===== src/hw/srlt_regs.svh =====
/*
  Constants for the SDR read latency table: byte offsets of the table rows,
  the row contents, the unsupported marker and the latency codes.
  Assumes nothing; definitions only.
*/
`ifndef SRLT_REGS_SVH
`define SRLT_REGS_SVH

// Unsupported marker for a mode or latency count
`define SRLT_UNSUP          8'hff
// Latency codes
`define SRLT_LC_80          2'h0
`define SRLT_LC_90          2'h1
`define SRLT_LC_104         2'h2
// Frequency limits in MHz, as stored in each row's first byte
`define SRLT_F80            8'h50
`define SRLT_F90            8'h5a
`define SRLT_F104           8'h68
`define SRLT_F133           8'h85
// Row start offsets within the parameter, and row length
`define SRLT_ROW3_OFS       7'h20
`define SRLT_ROW4_OFS       7'h2e
`define SRLT_ROW5_OFS       7'h3c
`define SRLT_ROW6_OFS       7'h4a
`define SRLT_ROW_LEN        7'h0e
`define SRLT_LAST_OFS       7'h57
// Cycle counts
`define SRLT_MODE0          8'h00
`define SRLT_MODE2          8'h02
`define SRLT_LAT4           8'h04
`define SRLT_LAT5           8'h05
`define SRLT_LAT6           8'h06
`define SRLT_LAT8           8'h08

`endif


===== src/hw/srlt_pkg.sv =====
/*
  Types for the SDR read latency table.
  Assumes srlt_regs.svh supplies the numeric constants.
*/
package srlt_pkg;

  // Read command families, in table column order
  typedef enum logic [2:0] {
    SRLT_CMD_READ  = 3'h0,
    SRLT_CMD_FAST  = 3'h1,
    SRLT_CMD_DOUT  = 3'h2,
    SRLT_CMD_QOUT  = 3'h3,
    SRLT_CMD_DIO   = 3'h4,
    SRLT_CMD_QIO   = 3'h5
  } srlt_cmd_type;

  // Frequency bands covered by this block
  typedef enum logic [1:0] {
    SRLT_BAND_80   = 2'h0,
    SRLT_BAND_90   = 2'h1,
    SRLT_BAND_104  = 2'h2,
    SRLT_BAND_133  = 2'h3
  } srlt_band_type;

endpackage : srlt_pkg


===== src/hw/srlt_top.sv =====
/*
  SDR read latency table, rows for 80, 90, 104 and 133 MHz.
  Two views: a per-command lookup by latency code and SCK frequency, and a
  byte read port returning the raw table bytes at their parameter offsets.
  Assumes requests come from logic on clk; all outputs are registered.
*/
// Summary of operation
// - An all-ones mode or latency byte marks the command unsupported in that band.
// - Row for code 01b covers up to 90 MHz; plain read unsupported there.
// - Code 01b: fast, dual-out, quad-out 0/8 cycles; dual I/O 0/5.
// - Quad I/O uses two mode cycles; latency 4 under 00b/01b, 5 under 10b to 104 MHz.
// - Code 10b to 104 MHz: no plain read; 0/8 outputs; dual I/O 0/6.
// - Code 10b to 133 MHz: only fast read, 0/8; all else unsupported.
// - 80 MHz band: fast, dual-out, quad-out 0/8; dual I/O 0/4.
// - 80 MHz band uses code 00b; plain read unsupported there.
`timescale 1ns/1ps
`include "srlt_regs.svh"

module srlt_top (
  input  wire logic        clk,
  input  wire logic        rst_n,
  input  wire logic        lookup_req,
  input  wire logic [1:0]  lookup_code,
  input  wire logic [7:0]  lookup_freq_mhz,
  input  wire logic [2:0]  lookup_cmd,
  output logic             lookup_done,
  output logic [7:0]       lookup_mode,
  output logic [7:0]       lookup_lat,
  output logic             lookup_unsup,
  input  wire logic        byte_req,
  input  wire logic [6:0]  byte_addr,
  output logic             byte_done,
  output logic [7:0]       byte_data
);

  srlt_pkg::srlt_band_type band;
  srlt_pkg::srlt_cmd_type  cmd;
  logic [7:0]              row_mode;
  logic [7:0]              row_lat;
  logic                    sel_ok;
  logic [7:0]              next_byte;
  srlt_pkg::srlt_band_type byte_band;
  srlt_pkg::srlt_cmd_type  byte_cmd;
  logic [7:0]              byte_mode;
  logic [7:0]              byte_lat;
  logic [6:0]              rel;
  logic [6:0]              base;

  // Band chosen from code and frequency; a frequency beyond the code's row is refused
  always_comb begin
    band   = srlt_pkg::SRLT_BAND_80;
    sel_ok = 1'b0;
    unique case (lookup_code)
      `SRLT_LC_80: begin
        band   = srlt_pkg::SRLT_BAND_80;
        sel_ok = (lookup_freq_mhz <= `SRLT_F80);
      end
      `SRLT_LC_90: begin
        band   = srlt_pkg::SRLT_BAND_90;
        sel_ok = (lookup_freq_mhz <= `SRLT_F90);
      end
      `SRLT_LC_104: begin
        band   = (lookup_freq_mhz <= `SRLT_F104) ? srlt_pkg::SRLT_BAND_104 : srlt_pkg::SRLT_BAND_133;
        sel_ok = (lookup_freq_mhz <= `SRLT_F133);
      end
      default: begin
        band   = srlt_pkg::SRLT_BAND_80;
        sel_ok = 1'b0;
      end
    endcase
    cmd = (lookup_cmd <= 3'h5) ? srlt_pkg::srlt_cmd_type'(lookup_cmd) : srlt_pkg::SRLT_CMD_READ;
    if (lookup_cmd > 3'h5) begin
      sel_ok = 1'b0;
    end
  end

  srlt_row u_lookup_row (
    .band        (band),
    .cmd         (cmd),
    .mode_cycles (row_mode),
    .lat_cycles  (row_lat)
  );

  always_ff @(posedge clk) begin
    if (!rst_n) begin
      lookup_done  <= 1'b0;
      lookup_mode  <= `SRLT_UNSUP;
      lookup_lat   <= `SRLT_UNSUP;
      lookup_unsup <= 1'b0;
    end else begin
      lookup_done <= lookup_req;
      if (lookup_req) begin
        lookup_mode  <= sel_ok ? row_mode : `SRLT_UNSUP;
        lookup_lat   <= sel_ok ? row_lat : `SRLT_UNSUP;
        lookup_unsup <= !sel_ok || (row_mode == `SRLT_UNSUP) || (row_lat == `SRLT_UNSUP);
      end
    end
  end

  // Raw byte view of rows 3 to 6 at their parameter offsets
  always_comb begin
    byte_band = srlt_pkg::SRLT_BAND_80;
    base      = `SRLT_ROW3_OFS;
    if (byte_addr >= `SRLT_ROW6_OFS) begin
      byte_band = srlt_pkg::SRLT_BAND_133;
      base      = `SRLT_ROW6_OFS;
    end else if (byte_addr >= `SRLT_ROW5_OFS) begin
      byte_band = srlt_pkg::SRLT_BAND_104;
      base      = `SRLT_ROW5_OFS;
    end else if (byte_addr >= `SRLT_ROW4_OFS) begin
      byte_band = srlt_pkg::SRLT_BAND_90;
      base      = `SRLT_ROW4_OFS;
    end
    rel      = 7'(byte_addr - base);
    byte_cmd = (rel >= 7'h2 && rel < `SRLT_ROW_LEN) ? srlt_pkg::srlt_cmd_type'(3'((rel - 7'h2) >> 1))
                                                     : srlt_pkg::SRLT_CMD_READ;
  end

  srlt_row u_byte_row (
    .band        (byte_band),
    .cmd         (byte_cmd),
    .mode_cycles (byte_mode),
    .lat_cycles  (byte_lat)
  );

  always_comb begin
    next_byte = 8'h00;
    if (byte_addr >= `SRLT_ROW3_OFS && byte_addr <= `SRLT_LAST_OFS) begin
      if (rel == 7'h0) begin
        unique case (byte_band)
          srlt_pkg::SRLT_BAND_80:  next_byte = `SRLT_F80;
          srlt_pkg::SRLT_BAND_90:  next_byte = `SRLT_F90;
          srlt_pkg::SRLT_BAND_104: next_byte = `SRLT_F104;
          srlt_pkg::SRLT_BAND_133: next_byte = `SRLT_F133;
        endcase
      end else if (rel == 7'h1) begin
        next_byte = (byte_band == srlt_pkg::SRLT_BAND_133) ? {6'h00, `SRLT_LC_104} : {6'h00, byte_band};
      end else begin
        next_byte = rel[0] ? byte_lat : byte_mode;
      end
    end
  end

  always_ff @(posedge clk) begin
    if (!rst_n) begin
      byte_done <= 1'b0;
      byte_data <= 8'h00;
    end else begin
      byte_done <= byte_req;
      if (byte_req) begin
        byte_data <= next_byte;
      end
    end
  end

endmodule : srlt_top


===== src/hw/srlt_row.sv =====
/*
  One row of the latency table as combinational lookup: for a band and a
  read command gives mode and latency counts; all-ones means unsupported.
  Assumes the band and command are legal codes from srlt_pkg.
*/
`timescale 1ns/1ps
`include "srlt_regs.svh"

module srlt_row (
  input  wire srlt_pkg::srlt_band_type band,
  input  wire srlt_pkg::srlt_cmd_type  cmd,
  output logic [7:0]                   mode_cycles,
  output logic [7:0]                   lat_cycles
);

  always_comb begin
    mode_cycles = `SRLT_UNSUP;
    lat_cycles  = `SRLT_UNSUP;
    unique case (band)
      srlt_pkg::SRLT_BAND_80, srlt_pkg::SRLT_BAND_90, srlt_pkg::SRLT_BAND_104: begin
        unique case (cmd)
          srlt_pkg::SRLT_CMD_READ: begin
            mode_cycles = `SRLT_UNSUP;
            lat_cycles  = `SRLT_UNSUP;
          end
          srlt_pkg::SRLT_CMD_FAST, srlt_pkg::SRLT_CMD_DOUT, srlt_pkg::SRLT_CMD_QOUT: begin
            mode_cycles = `SRLT_MODE0;
            lat_cycles  = `SRLT_LAT8;
          end
          srlt_pkg::SRLT_CMD_DIO: begin
            mode_cycles = `SRLT_MODE0;
            if (band == srlt_pkg::SRLT_BAND_80) begin
              lat_cycles = `SRLT_LAT4;
            end else if (band == srlt_pkg::SRLT_BAND_90) begin
              lat_cycles = `SRLT_LAT5;
            end else begin
              lat_cycles = `SRLT_LAT6;
            end
          end
          srlt_pkg::SRLT_CMD_QIO: begin
            mode_cycles = `SRLT_MODE2;
            lat_cycles  = (band == srlt_pkg::SRLT_BAND_104) ? `SRLT_LAT5 : `SRLT_LAT4;
          end
          default: begin
            mode_cycles = `SRLT_UNSUP;
            lat_cycles  = `SRLT_UNSUP;
          end
        endcase
      end
      srlt_pkg::SRLT_BAND_133: begin
        if (cmd == srlt_pkg::SRLT_CMD_FAST) begin
          mode_cycles = `SRLT_MODE0;
          lat_cycles  = `SRLT_LAT8;
        end
      end
    endcase
  end

endmodule : srlt_row


===== config.mk =====
export PLATFORM = sky130hd
export DESIGN_NAME = srlt_top
export DESIGN_NICKNAME = d
export VERILOG_FILES = /design/src/hw/srlt_pkg.sv /design/src/hw/srlt_top.sv /design/src/hw/srlt_row.sv
export VERILOG_INCLUDE_DIRS = /design/src /design/src/hw
export SDC_FILE = /design/constraint.sdc
export NUM_CORES = 1
export LEC_CHECK = 0
export ABC_AREA = 1
export BUFFER_PORTS_ARGS = -buffer_cell sky130_fd_sc_hd__buf_2
export CORE_UTILIZATION = 30
export CTS_BUF_LIST = sky130_fd_sc_hd__clkbuf_16
export CTS_CLUSTER_SIZE = 24
export DETAILED_ROUTE_END_ITERATION = 7
export PLACE_DENSITY_LB_ADDON = 0.1
export SYNTH_ARGS = -nofsm -noshare
export SYNTH_HDL_FRONTEND = slang
export SYNTH_SLANG_ARGS = --single-unit
export TNS_END_PERCENT = 100

===== constraint.sdc =====
create_clock -name clk -period 7.2 [get_ports clk]
set_clock_uncertainty 0.2 [all_clocks]
set_input_delay 1.44 -clock clk [delete_from_list [all_inputs] [get_ports clk]]
set_output_delay 1.44 -clock clk [all_outputs]
set_load 0.03 [all_outputs]

Word-level counts from Yosys, hierarchy flattened
Cells that the tools add are included.
- register bits: 27
- latch bits: 0
- memory bits (writable): 0
- memory bits (read-only): 0
- bits of input ports: 24
- output and inout bits: 27
- logic and storage cells: 95
- memories: 0
- add/subtract/negate cells: 2
- multipliers: 0
- divide/modulo/power cells: 0
- magnitude comparators: 13
- equal/unequal tests: 21
- shift operators: 0
- multiplexer cells: 38
- bitwise gates (word level): 0
- reduce and logical (&&, ||, !) cells: 15
- operator list (operator ; number):
    two-way mux 8 bit ; 12
    case mux 8 bit (2 select lines) ; 6
    case mux 8 bit (3 select lines) ; 2
    case mux 8 bit (4 select lines) ; 1
    less-or-equal comparator 8 x 7 -> 1 bit (second input constant) ; 3
    >= comparator 7 x 6 -> 1 bit (second input constant) ; 3
    == test 8 bit (second input constant) ; 2
    == test 3 x 2 -> 1 bit (second input constant) ; 4
    == test 3 bit (second input constant) ; 4
    OR reduction 3 bit ; 4
    == test 2 bit (second input constant) ; 5
    two-way mux 2 bit ; 5
    less-or-equal comparator 8 bit (second input constant) ; 1
    OR reduction 4 bit ; 2
    == test 7 x 1 -> 1 bit (second input constant) ; 1
    >= comparator 7 x 2 -> 1 bit (second input constant) ; 1
    >= comparator 7 bit (second input constant) ; 1
    less-or-equal comparator 7 bit (second input constant) ; 1
    zero test 7 bit ; 1
    less-than comparator 7 x 4 -> 1 bit (second input constant) ; 1
    two-way mux 7 bit ; 1
    subtractor 7 bit ; 1
    == test 2 x 1 -> 1 bit (second input constant) ; 3
    == test 3 x 1 -> 1 bit (second input constant) ; 2
    other kinds (13) ; 22

Logic depth before layout (Yosys ltp)
Gate-level depths: netlist of run 1.
- depth in word-level cells: 16
- depth in mapped cells: 25
- depth with buffers taken out: 25

Cells and area by module
A second synthesis of run 1 with hierarchy kept.
- cell total of the unflattened synthesis: 386
- area, all modules: 2437.3 um2
- modules (own cells, without submodules) (module ; instances ; cells each ; area each (um2) ; seq. area each (um2)):
    srlt_top ; 1 ; 318 ; 2011.9 ; 540.5
    srlt_row ; 2 ; 34 ; 212.7 ; 0.0

Least setup slack after synthesis of run 1
OpenSTA, ideal clock, no wires.
- path type: input to register
- start point: input port byte_addr[3]
- end point: register byte_data[2]
- library setup time: 132 ps
- data arrival time: 4146 ps
- required time: 6868 ps
- slack: 2722 ps
- cell stages on the path: 24
- buffers on the path: 0
- cells stage by stage: nand2_1 inv_1 a31oi_1 inv_1 nand2_1 nand2_1 inv_1 ha_1 inv_1 fa_1 inv_1 ha_1 nand3_1 o21ai_1 nor2_1 inv_2 nor2_4 nand3_2 nand2_2 inv_2 nand2_2 o21bai_1 nand2_1 a21oi_2
- word-level cells in the longest chain between the ends: 16
- elaborated cells between the ends (all ways): 43
- classes of those cells: 2 x add/sub; 7 x order compare; 9 x eq/ne; 18 x mux; 7 x reduce/logical
- RTL lines (item ; line ; text):
    start, declared ; srlt_top.sv:31 ; input wire logic [6:0] byte_addr,
    >= comparator 7 x 6 -> 1 bit (no source line) ; -- ;
    two-way mux 4 bit ; srlt_top.sv:110 ; end else if (byte_addr >= `SRLT_ROW4_OFS) begin
    two-way mux 5 bit ; srlt_top.sv:107 ; end else if (byte_addr >= `SRLT_ROW5_OFS) begin
    two-way mux 7 bit ; srlt_top.sv:104 ; if (byte_addr >= `SRLT_ROW6_OFS) begin
    subtractor 7 bit ; srlt_top.sv:114 ; rel = 7'(byte_addr - base);
    >= comparator 7 x 2 -> 1 bit / less-than comparator 7 x 4 -> 1 bit (equally long branches) ; -- ;
    logical AND 1 bit (no source line) ; -- ;
    two-way mux 3 bit ; srlt_top.sv:115 ; byte_cmd = (rel >= 7'h2 && rel < `SRLT_ROW_LEN) ? srlt_pkg::srlt_cmd_type'(3'((rel - 7'h2) >> 1))
    == test 3 x 2 -> 1 bit, or another cell as far along ; srlt_row.sv:21 ; unique case (cmd)
    OR reduction 4 bit (no source line) / OR reduction 3 bit (equally long branches) ; -- ;
    case mux 8 bit (2 select lines) / case mux 8 bit (3 select lines) (equally long branches) ; srlt_row.sv:21 ;
    case mux 8 bit (2 select lines) ; srlt_row.sv:19 ; unique case (band)
    two-way mux 8 bit ; srlt_top.sv:139 ; next_byte = rel[0] ? byte_lat : byte_mode;
    two-way mux 8 bit ; srlt_top.sv:136 ; end else if (rel == 7'h1) begin
    two-way mux 8 bit ; srlt_top.sv:129 ; if (rel == 7'h0) begin
    two-way mux 8 bit (*) ; srlt_top.sv:128 ; if (byte_addr >= `SRLT_ROW3_OFS && byte_addr <= `SRLT_LAST_OFS) begin
    end signal, assigned ; srlt_top.sv:151 ; byte_data <= next_byte;
    end, declared ; srlt_top.sv:33 ; output logic [7:0] byte_data
Mark *: on every way between the ends. The rest lies on a longest branch, timed or not.
A chain may end at the register's enable or synchronous reset.

Worst setup path after layout of run 1
Same ends and word-level chain as after synthesis.

==> results of run 1 <==
[per-stage QoR]
stage	hold slack, ns	utilization [%]
final	0.262	36.8
after global routing	0.277	36.8
after CTS	0.263	36.8
after detailed placement	0.249	35.6
after global placement	0.248	35.6
after floorplan	0.392	-
[cell usage after synthesis (5+ instances only)]
library cell | number | area (µm²)
nor2_1 | 19 | 71.3
a21oi_1 | 20 | 100
inv_2 | 5 | 18.8
buf_4 | 9 | 67.6
inv_1 | 38 | 143
dfxtp_1 | 18 | 360
nand3_1 | 17 | 85.1
o21ai_0 | 10 | 50.1
o21ai_1 | 5 | 25.0
ha_1 | 19 | 238
nand2_2 | 10 | 62.6
nand3_2 | 5 | 50.1
nand2_1 | 66 | 248
[worst min-delay path by stage]
| stage | from | endpoint | slack [ns] | cells after the start |
|---|---|---|---|---|
| after global placement | lookup_lat[2] | lookup_lat[2] | 0.25 | 2 |
| after floorplan | lookup_unsup | lookup_unsup | 0.39 | 2 |
| after global routing | lookup_unsup | lookup_unsup | 0.28 | 2 |
| final | lookup_unsup | lookup_unsup | 0.26 | 2 |
| after CTS | byte_data[3] | byte_data[3] | 0.26 | 2 |
| after detailed placement | lookup_lat[2] | lookup_lat[2] | 0.25 | 2 |
[worst max-delay path: stages]
cell and delay [ns]:
buf_2 0.12, nand2_1 0.06, inv_1 0.04, a31oi_1 0.31, inv_1 0.20, nand2_1 0.13
nand2_1 0.09, inv_1 0.15, ha_1 0.16, inv_1 0.07, fa_1 0.51, inv_1 0.07
ha_1 0.27, nand3_1 0.11, o21ai_1 0.09, nor2_1 0.18, inv_2 0.07, nor2_4 0.12
nand3_2 0.10, nand2_2 0.09, inv_2 0.04, nand2_2 0.07, o21bai_1 0.06, nand2_1 0.07
a21oi_2 0.05
[layout make-up]
type / instances / area [µm²] / share of cell area [%]
Timing Repair Buffer: 50 / 250 / 11.5
Multi-Input combinational cell: 200 / 1230 / 56.5
Sequential cell: 18 / 360 / 16.5
Clock buffer: 3 / 75.1 / 3.44
Tap cell: 75 / 93.8 / 4.30
Inverter: 45 / 169 / 7.75
[registers in the layout, indices dropped and copies added, names as in the netlist]
name / count
lookup_unsup: 1
byte_data: 8
byte_done: 1
lookup_mode: 2
lookup_lat: 5
lookup_done: 1
[metal layers]
metal | track usage, % | part of all wire, % | up-vias
met5 | 0 | 0 | -
met4 | 1.07 | 0 | 0
met1 | 17.7 | 54 | 752
met3 | 2.16 | 4.0 | 0
li1 | - | - | 951
met2 | 19.8 | 42 | 41
[power groups by stage]
stage	combinational [mW]	clock (mW)	sequential, mW
CTS	0.160	0.111	0.111
global route	0.178	0.115	0.112
global placement	0.160	0	0.113
floorplan	0.112	0	0.127
finish	0.158	0.108	0.111
detailed placement	0.159	0	0.113
[logic make-up after synthesis]
group,synth area share (%)
and+or+nand+nor,36.7
AOI/OAI and AO/OA,14.0
xor gates and xnor gates,2.38
buffers and inverters,13.3
DFF,19.6
adders and majority gates,14.0
==> flow_summary.toml, run 1 <==
[outcome]
status = "finished, violations left"
violations = "DRC"

[die]
start_util_pct = 31.0
rows = 28
die_y_um = 80.2
die-area_mm2 = 0.00644
core_mm2 = 0.00592
boundaryPins = 51
die_w_um = 80.2

[worst_setup_path]
cp-endpoint = "byte_data[2]"
crit_start = "byte_addr[3]"
critPathKind = "in2reg"
rr_worst_depth = 2
worstPathRequired_ns = 7.11
r2r-start = "lookup_lat[1]"
cp-end-kind = "flop"
rrSetupSlack_ns = 6.30
r2r-end = "lookup_lat[1]"
worstSetupStartpointType = "input port"
path_max_fanout = 6
cp.arrival_ns = 4.67

[timing]
fin_ws_ns = 2.45
setup_tns_ns = 0
rsz0062_at_grt = "no"
fmaxAchievable_ghz = 0.210
period_minus_slack_ns = 4.75
hold_viol = 0
slew_viol_final = 0
tightest_slew_ns = 0.492
relSlewSlack_pct = 67.2
setup_viol = 0
post-route-period-util_pct = 66.0

[routing]
drc = 1
wl_mm = 3.87
dr.pass1.iters = 6
wire_per_inst_um = 9.91
viasPerCell = 4.46
drtIter0Drc = 81
detail-route-antenna-nets = 0
vias = 1744

[grt]
grt_overflow = 0
grt_antenna_before_repair = 0
grtUsageTotal_pct = 12.4
grt_pass1_wl_mm = 6.51
grt_pass1_vias = 1523
grt_max_degree = 16

[synthesis]
synth_area_per_cell_um2 = 6.70
synth-seq-cells = 18
syn_nets = 318
syn_inst = 274
synth.distinct_cells = 34
ys.warnings.count = 0
netlist_area_mm2 = 0.00184
synth_edf_count = 0
synth_ff_type = "dfxtp_1"
synthArstFlopShare_pct = 0
yosysSeqAreaShare_pct = 19.6

[final_layout]
antenna_cells = 0
fin_nets = 362
drive_gt1_share_pct = 27.2
design_area_mm2 = 0.00218
nFillCells = 671
layout_commonest_cell = "nand2_1"
final_cells = 391
syn_to_final_growth_pct = 18.7
final_cell_mix = "nand2_1, buf_2, inv_1, a21oi_1"

[clocking]
cts_tree = "built"
hold_buffers = 0
clk_latency_ns = 0.24
path_clk_slew_ns = 0.05
clkSinkCount = 18
cts_buffer_depth = 2
cts_repair_resize_count = 0
h-tree-depth = 1
cts-root-buf = "clkbuf_16"
cts_setup_buffers = 0
cts-buffers-inserted = 3

[power]
total_power_mw = 0.376
power.share.clock_pct = 28.6
seqPwrFrac_pct = 29.4
p_int_mw = 0.233
worst_ir_drop_vdd_v = 0.000134
pwr_density_cell_mw_per_mm2 = 173
p_switching_mw = 0.143
p_sw_share_pct = 38.1
power_frac_comb_pct = 42.0
p_leak_nw = 1.19

[placement]
io_buffers = 50
place_area_mm2 = 0.00211
dpl.hpwl_mm = 3.31
place_ws_ns = 2.15
gp_congestion = 0.783
dpl.cell_count = 388

[hold_path]
min_path_type = "reg2reg"

[flow_run]
maxCapViolations = 0
Power figures use the tool's default switching activity.
==> run 2, diff against run 1 <==
==> constraint.sdc (replaced) <==
create_clock -name clk -period 4.5 [get_ports clk]
set_clock_uncertainty 0.2 [all_clocks]
set_input_delay 0.9 -clock clk [delete_from_list [all_inputs] [get_ports clk]]
set_output_delay 0.9 -clock clk [all_outputs]
set_load 0.03 [all_outputs]
==> flow_summary.toml, run 2 (synthesis gave the netlist of run 1 again) <==
[outcome]
status = "finished, violations left"
violations = "DRC"

[clocking]
cts-root-buf = "clkbuf_16"
clkSinkCount = 18
cts-buffers-inserted = 3
path_clk_slew_ns = 0.05
cts_repair_resize_count = 0
hold_buffers = 0
h-tree-depth = 1
clk_latency_ns = 0.24
cts_setup_buffers = 0
cts_buffer_depth = 2
cts_tree = "built"

[final_layout]
final_cell_mix = "nand2_1, buf_2, inv_1, a21oi_1"
layout_commonest_cell = "nand2_1"
design_area_mm2 = 0.00219
final_cells = 392
regMostFlops = "byte_data"
multi_input_area_mm2 = 0.00123
nFillCells = 644
syn_to_final_growth_pct = 19.1
fin_nets = 363
largest_reg_flops = 8
seq_area_um2 = 360
top_regs = "byte_data x8, lookup_lat x5, lookup_mode x2"
antenna_cells = 0
drive_gt1_share_pct = 27.4

[routing]
vias = 1762
drc = 1
wl_mm = 3.86
drtIter0Drc = 55
wire_per_inst_um = 9.85
viasPerCell = 4.49
dr.pass1.iters = 8
detail-route-antenna-nets = 0

[worst_setup_path]
critPathKind = "in2reg"
worstPathRequired_ns = 4.41
rrSetupSlack_ns = 3.61
path_max_fanout = 6
worstSetupStartpointType = "input port"
cp.arrival_ns = 3.97
cp-end-kind = "flop"

[grt]
grt_antenna_before_repair = 0
grtUsageTotal_pct = 12.7
grt_max_degree = 16
grt_pass1_vias = 1553
grt_overflow = 0
grt_pass1_wl_mm = 6.62

[power]
worst_ir_drop_vdd_v = 0.000217
p_leak_nw = 1.19
power_frac_comb_pct = 42.1
power.share.clock_pct = 28.4
pwr_density_cell_mw_per_mm2 = 274
p_switching_mw = 0.227
p_sw_share_pct = 37.8
p_int_mw = 0.373
seqPwrFrac_pct = 29.5

[timing]
setup_viol = 0
relSlewSlack_pct = 68.6
rsz0062_at_grt = "no"
fmaxAchievable_ghz = 0.246
period_minus_slack_ns = 4.06
post-route-period-util_pct = 90.3
slew_viol_final = 0
setup_tns_ns = 0
tightest_slew_ns = 0.471
hold_viol = 0

[die]
die-area_mm2 = 0.00644
die_y_um = 80.2
die_w_um = 80.2
rows = 28
core_mm2 = 0.00592
boundaryPins = 51
start_util_pct = 31.0

[placement]
dpl.hpwl_mm = 3.29
place_area_mm2 = 0.00211
dpl.cell_count = 389
io_buffers = 50
gp_congestion = 0.789

[hold_path]
min_path_type = "reg2reg"

[flow_run]
maxCapViolations = 0
run 2: cell count changes in the layout (fill, tap and decap cells not counted):
cell   delta
buf_4     +1
run 2: path summary, 6_finish.rpt:
path              cells after the start           from             to
hold reg to reg                       2   lookup_unsup   lookup_unsup
setup reg to reg                      2  lookup_lat[1]  lookup_lat[1]
setup / recovery                     25   byte_addr[3]   byte_data[1]
hold / removal                        2   lookup_unsup   lookup_unsup
run 2: critical path, stage by stage:
cell	delay, ns
buf_2	0.12
nand2_1	0.06
inv_1	0.05
a31oi_1	0.18
inv_1	0.16
nand2_1	0.12
nand2_1	0.10
inv_1	0.16
ha_1	0.16
inv_1	0.07
fa_1	0.51
inv_1	0.08
ha_1	0.27
nand3_1	0.10
o21ai_1	0.09
nor2_1	0.17
inv_2	0.06
nor2_4	0.12
nand3_2	0.10
nand2_2	0.09
nor2_1	0.04
o21ai_1	0.08
nand2_1	0.06
nand2_1	0.06
a21oi_1	0.06
run 2: metal layers:
layer	routed length [µm]	global-route usage [%]	vias up	part of all wire [%]
met4	20	1.61	0	0.52
li1	-	-	955	-
met3	139	2.50	2	3.6
met1	1990	17.6	766	51
met5	0	0	-	0
met2	1710	20.8	39	44
run 2: cell type report:
| cell class | count | share of cell area (%) |
|---|---|---|
| timing repair buffer | 51 | 11.8 |
| sequential | 18 | 16.5 |
| multi-input combinational | 200 | 56.3 |
| tap | 75 | 4.29 |
| inverter | 45 | 7.72 |
| clock buffer | 3 | 3.43 |
run 2: power groups by stage:
stage	registers, mW	clock network (mW)	logic, mW
finish	0.177	0.170	0.253
global placement	0.180	0	0.258
CTS	0.177	0.176	0.256
global route	0.179	0.183	0.283
floorplan	0.203	0	0.178
detailed placement	0.181	0	0.255
run 2: per-stage QoR:
| stage | worst slack (ns) | hold slack (ns) | power (mW) | utilization, % |
|---|---|---|---|---|
| after global routing | 0.118 | 0.277 | 0.644 | 37.0 |
| after detailed placement | 0.141 | 0.254 | 0.436 | 35.7 |
| after global placement | 0.242 | 0.254 | 0.438 | 35.7 |
| after CTS | 0.399 | 0.263 | 0.609 | 37.0 |
| final | 0.438 | 0.263 | 0.600 | 37.0 |
| after floorplan | 0.562 | 0.392 | 0.382 | - |
==> run 3, diff against run 2 <==
--- a/config.mk
+++ b/config.mk
@@ -12,7 +12,7 @@
 export CTS_BUF_LIST = sky130_fd_sc_hd__clkbuf_16
 export CTS_CLUSTER_SIZE = 24
 export DETAILED_ROUTE_END_ITERATION = 7
-export PLACE_DENSITY_LB_ADDON = 0.1
+export SLEW_MARGIN = 0
 export SYNTH_ARGS = -nofsm -noshare
 export SYNTH_HDL_FRONTEND = slang
 export SYNTH_SLANG_ARGS = --single-unit
==> flow_summary.toml, run 3 (synthesis gave the netlist of run 1 again) <==
[final_layout]
largest_reg_flops = 8
syn_to_final_growth_pct = 19.1
final_cells = 392
design_area_mm2 = 0.00219
layout_commonest_cell = "nand2_1"
nFillCells = 614
top_regs = "byte_data x8, lookup_lat x5, lookup_mode x2"
drive_gt1_share_pct = 27.4
regMostFlops = "byte_data"
antenna_cells = 0
final_cell_mix = "nand2_1, buf_2, inv_1, a21oi_1"
fin_nets = 363

[timing]
setup_tns_ns = 0
slew_viol_final = 0
hold_viol = 0
post-route-period-util_pct = 88.1
fmaxAchievable_ghz = 0.252
tightest_slew_ns = 0.481
relSlewSlack_pct = 67.9
finalHoldWorstSlack_ns = 0.263
rsz0062_at_grt = "no"
period_minus_slack_ns = 3.96
setup_viol = 0

[placement]
gp_congestion = 0.860
dpl.hpwl_mm = 3.30
dpl.cell_count = 389
place_area_mm2 = 0.00211
io_buffers = 50

[worst_setup_path]
path_max_fanout = 6
worstPathRequired_ns = 4.41
worstSetupStartpointType = "input port"
cp.arrival_ns = 3.88
rr_worst_depth = 2
rrSetupSlack_ns = 3.60
cp-end-kind = "flop"
critPathKind = "in2reg"

[routing]
vias = 1773
detail-route-antenna-nets = 0
viasPerCell = 4.52
drc = 0
wire_per_inst_um = 10.1
wl_mm = 3.94
drtIter0Drc = 50
dr.pass1.iters = 4

[clocking]
clk_latency_ns = 0.24
cts_setup_buffers = 0
cts-root-buf = "clkbuf_16"
path_clk_slew_ns = 0.05
cts_repair_resize_count = 0
cts-buffers-inserted = 3
cts_buffer_depth = 2
h-tree-depth = 1
clkSinkCount = 18
cts_tree = "built"
hold_buffers = 0

[grt]
grt_max_degree = 16
grt_antenna_before_repair = 0
grtUsageTotal_pct = 12.4
grt_pass1_wl_mm = 6.60
grt_overflow = 0
grt_pass1_vias = 1556

[hold_path]
min_path_type = "reg2reg"
min_path_cells = 2

[outcome]
status = "finished, final reports clean"

[die]
die_y_um = 80.2
start_util_pct = 31.0
rows = 28
die-area_mm2 = 0.00644
die_w_um = 80.2
core_mm2 = 0.00592
boundaryPins = 51

[power]
worst_ir_drop_vdd_v = 0.000234
p_leak_nw = 1.19
pwr_density_cell_mw_per_mm2 = 276

[flow_run]
maxCapViolations = 0
==> run 3: worst paths after layout <==
| check | endpoint | start |
|---|---|---|
| worst max-delay path | byte_data[2] | byte_addr[3] |
| worst min-delay path | lookup_lat[0] | lookup_lat[0] |
| worst max register to register | lookup_lat[1] | lookup_lat[1] |
| worst min register to register | lookup_lat[0] | lookup_lat[0] |
==> run 3: critical path: stages <==
cell and delay, ns:
buf_2 0.12, nand2_1 0.07, inv_1 0.05, a31oi_1 0.16, inv_1 0.14, nand2_1 0.11, nand2_1 0.09, inv_1 0.14
ha_1 0.16, inv_1 0.06, fa_1 0.51, inv_1 0.08, ha_1 0.27, nand3_1 0.10, o21ai_1 0.09, nor2_1 0.17
inv_2 0.06, nor2_4 0.12, nand3_2 0.09, nand2_2 0.09, inv_2 0.04, nand2_2 0.06, o21bai_1 0.06, nand2_1 0.08
a21oi_2 0.05
==> run 3: cell type report <==
type	count	area, µm²	area share (%)
multi-input combinational	200	1230	56.3
sequential	18	360	16.5
timing repair buffer	51	258	11.8
inverter	45	169	7.72
tap	75	93.8	4.29
clock buffer	3	75.1	3.43
==> run 3: layer usage <==
metal	GRT usage (%)	vias to the layer above	share of wire [%]
met2	20.3	33	44
met5	0	-	0
li1	-	955	-
met4	1.96	0	0.43
met1	17.2	783	52
met3	1.93	2	3.6
==> run 3: through the flow <==
stage	setup slack (ns)	util [%]	total power [mW]
after global routing	0.145	37.0	0.647
after CTS	0.529	37.0	0.611
final	0.536	37.0	0.604
after detailed placement	0.275	35.7	0.435
after global placement	0.371	35.7	0.433
after floorplan	0.562	-	0.382
==> run 3: power by group <==
| part | internal (mW) | switching, mW |
|---|---|---|
| registers | 0.171 | 0.00630 |
| clock network | 0.117 | 0.0557 |
| logic | 0.0854 | 0.168 |
| total | 0.373 | 0.230 |
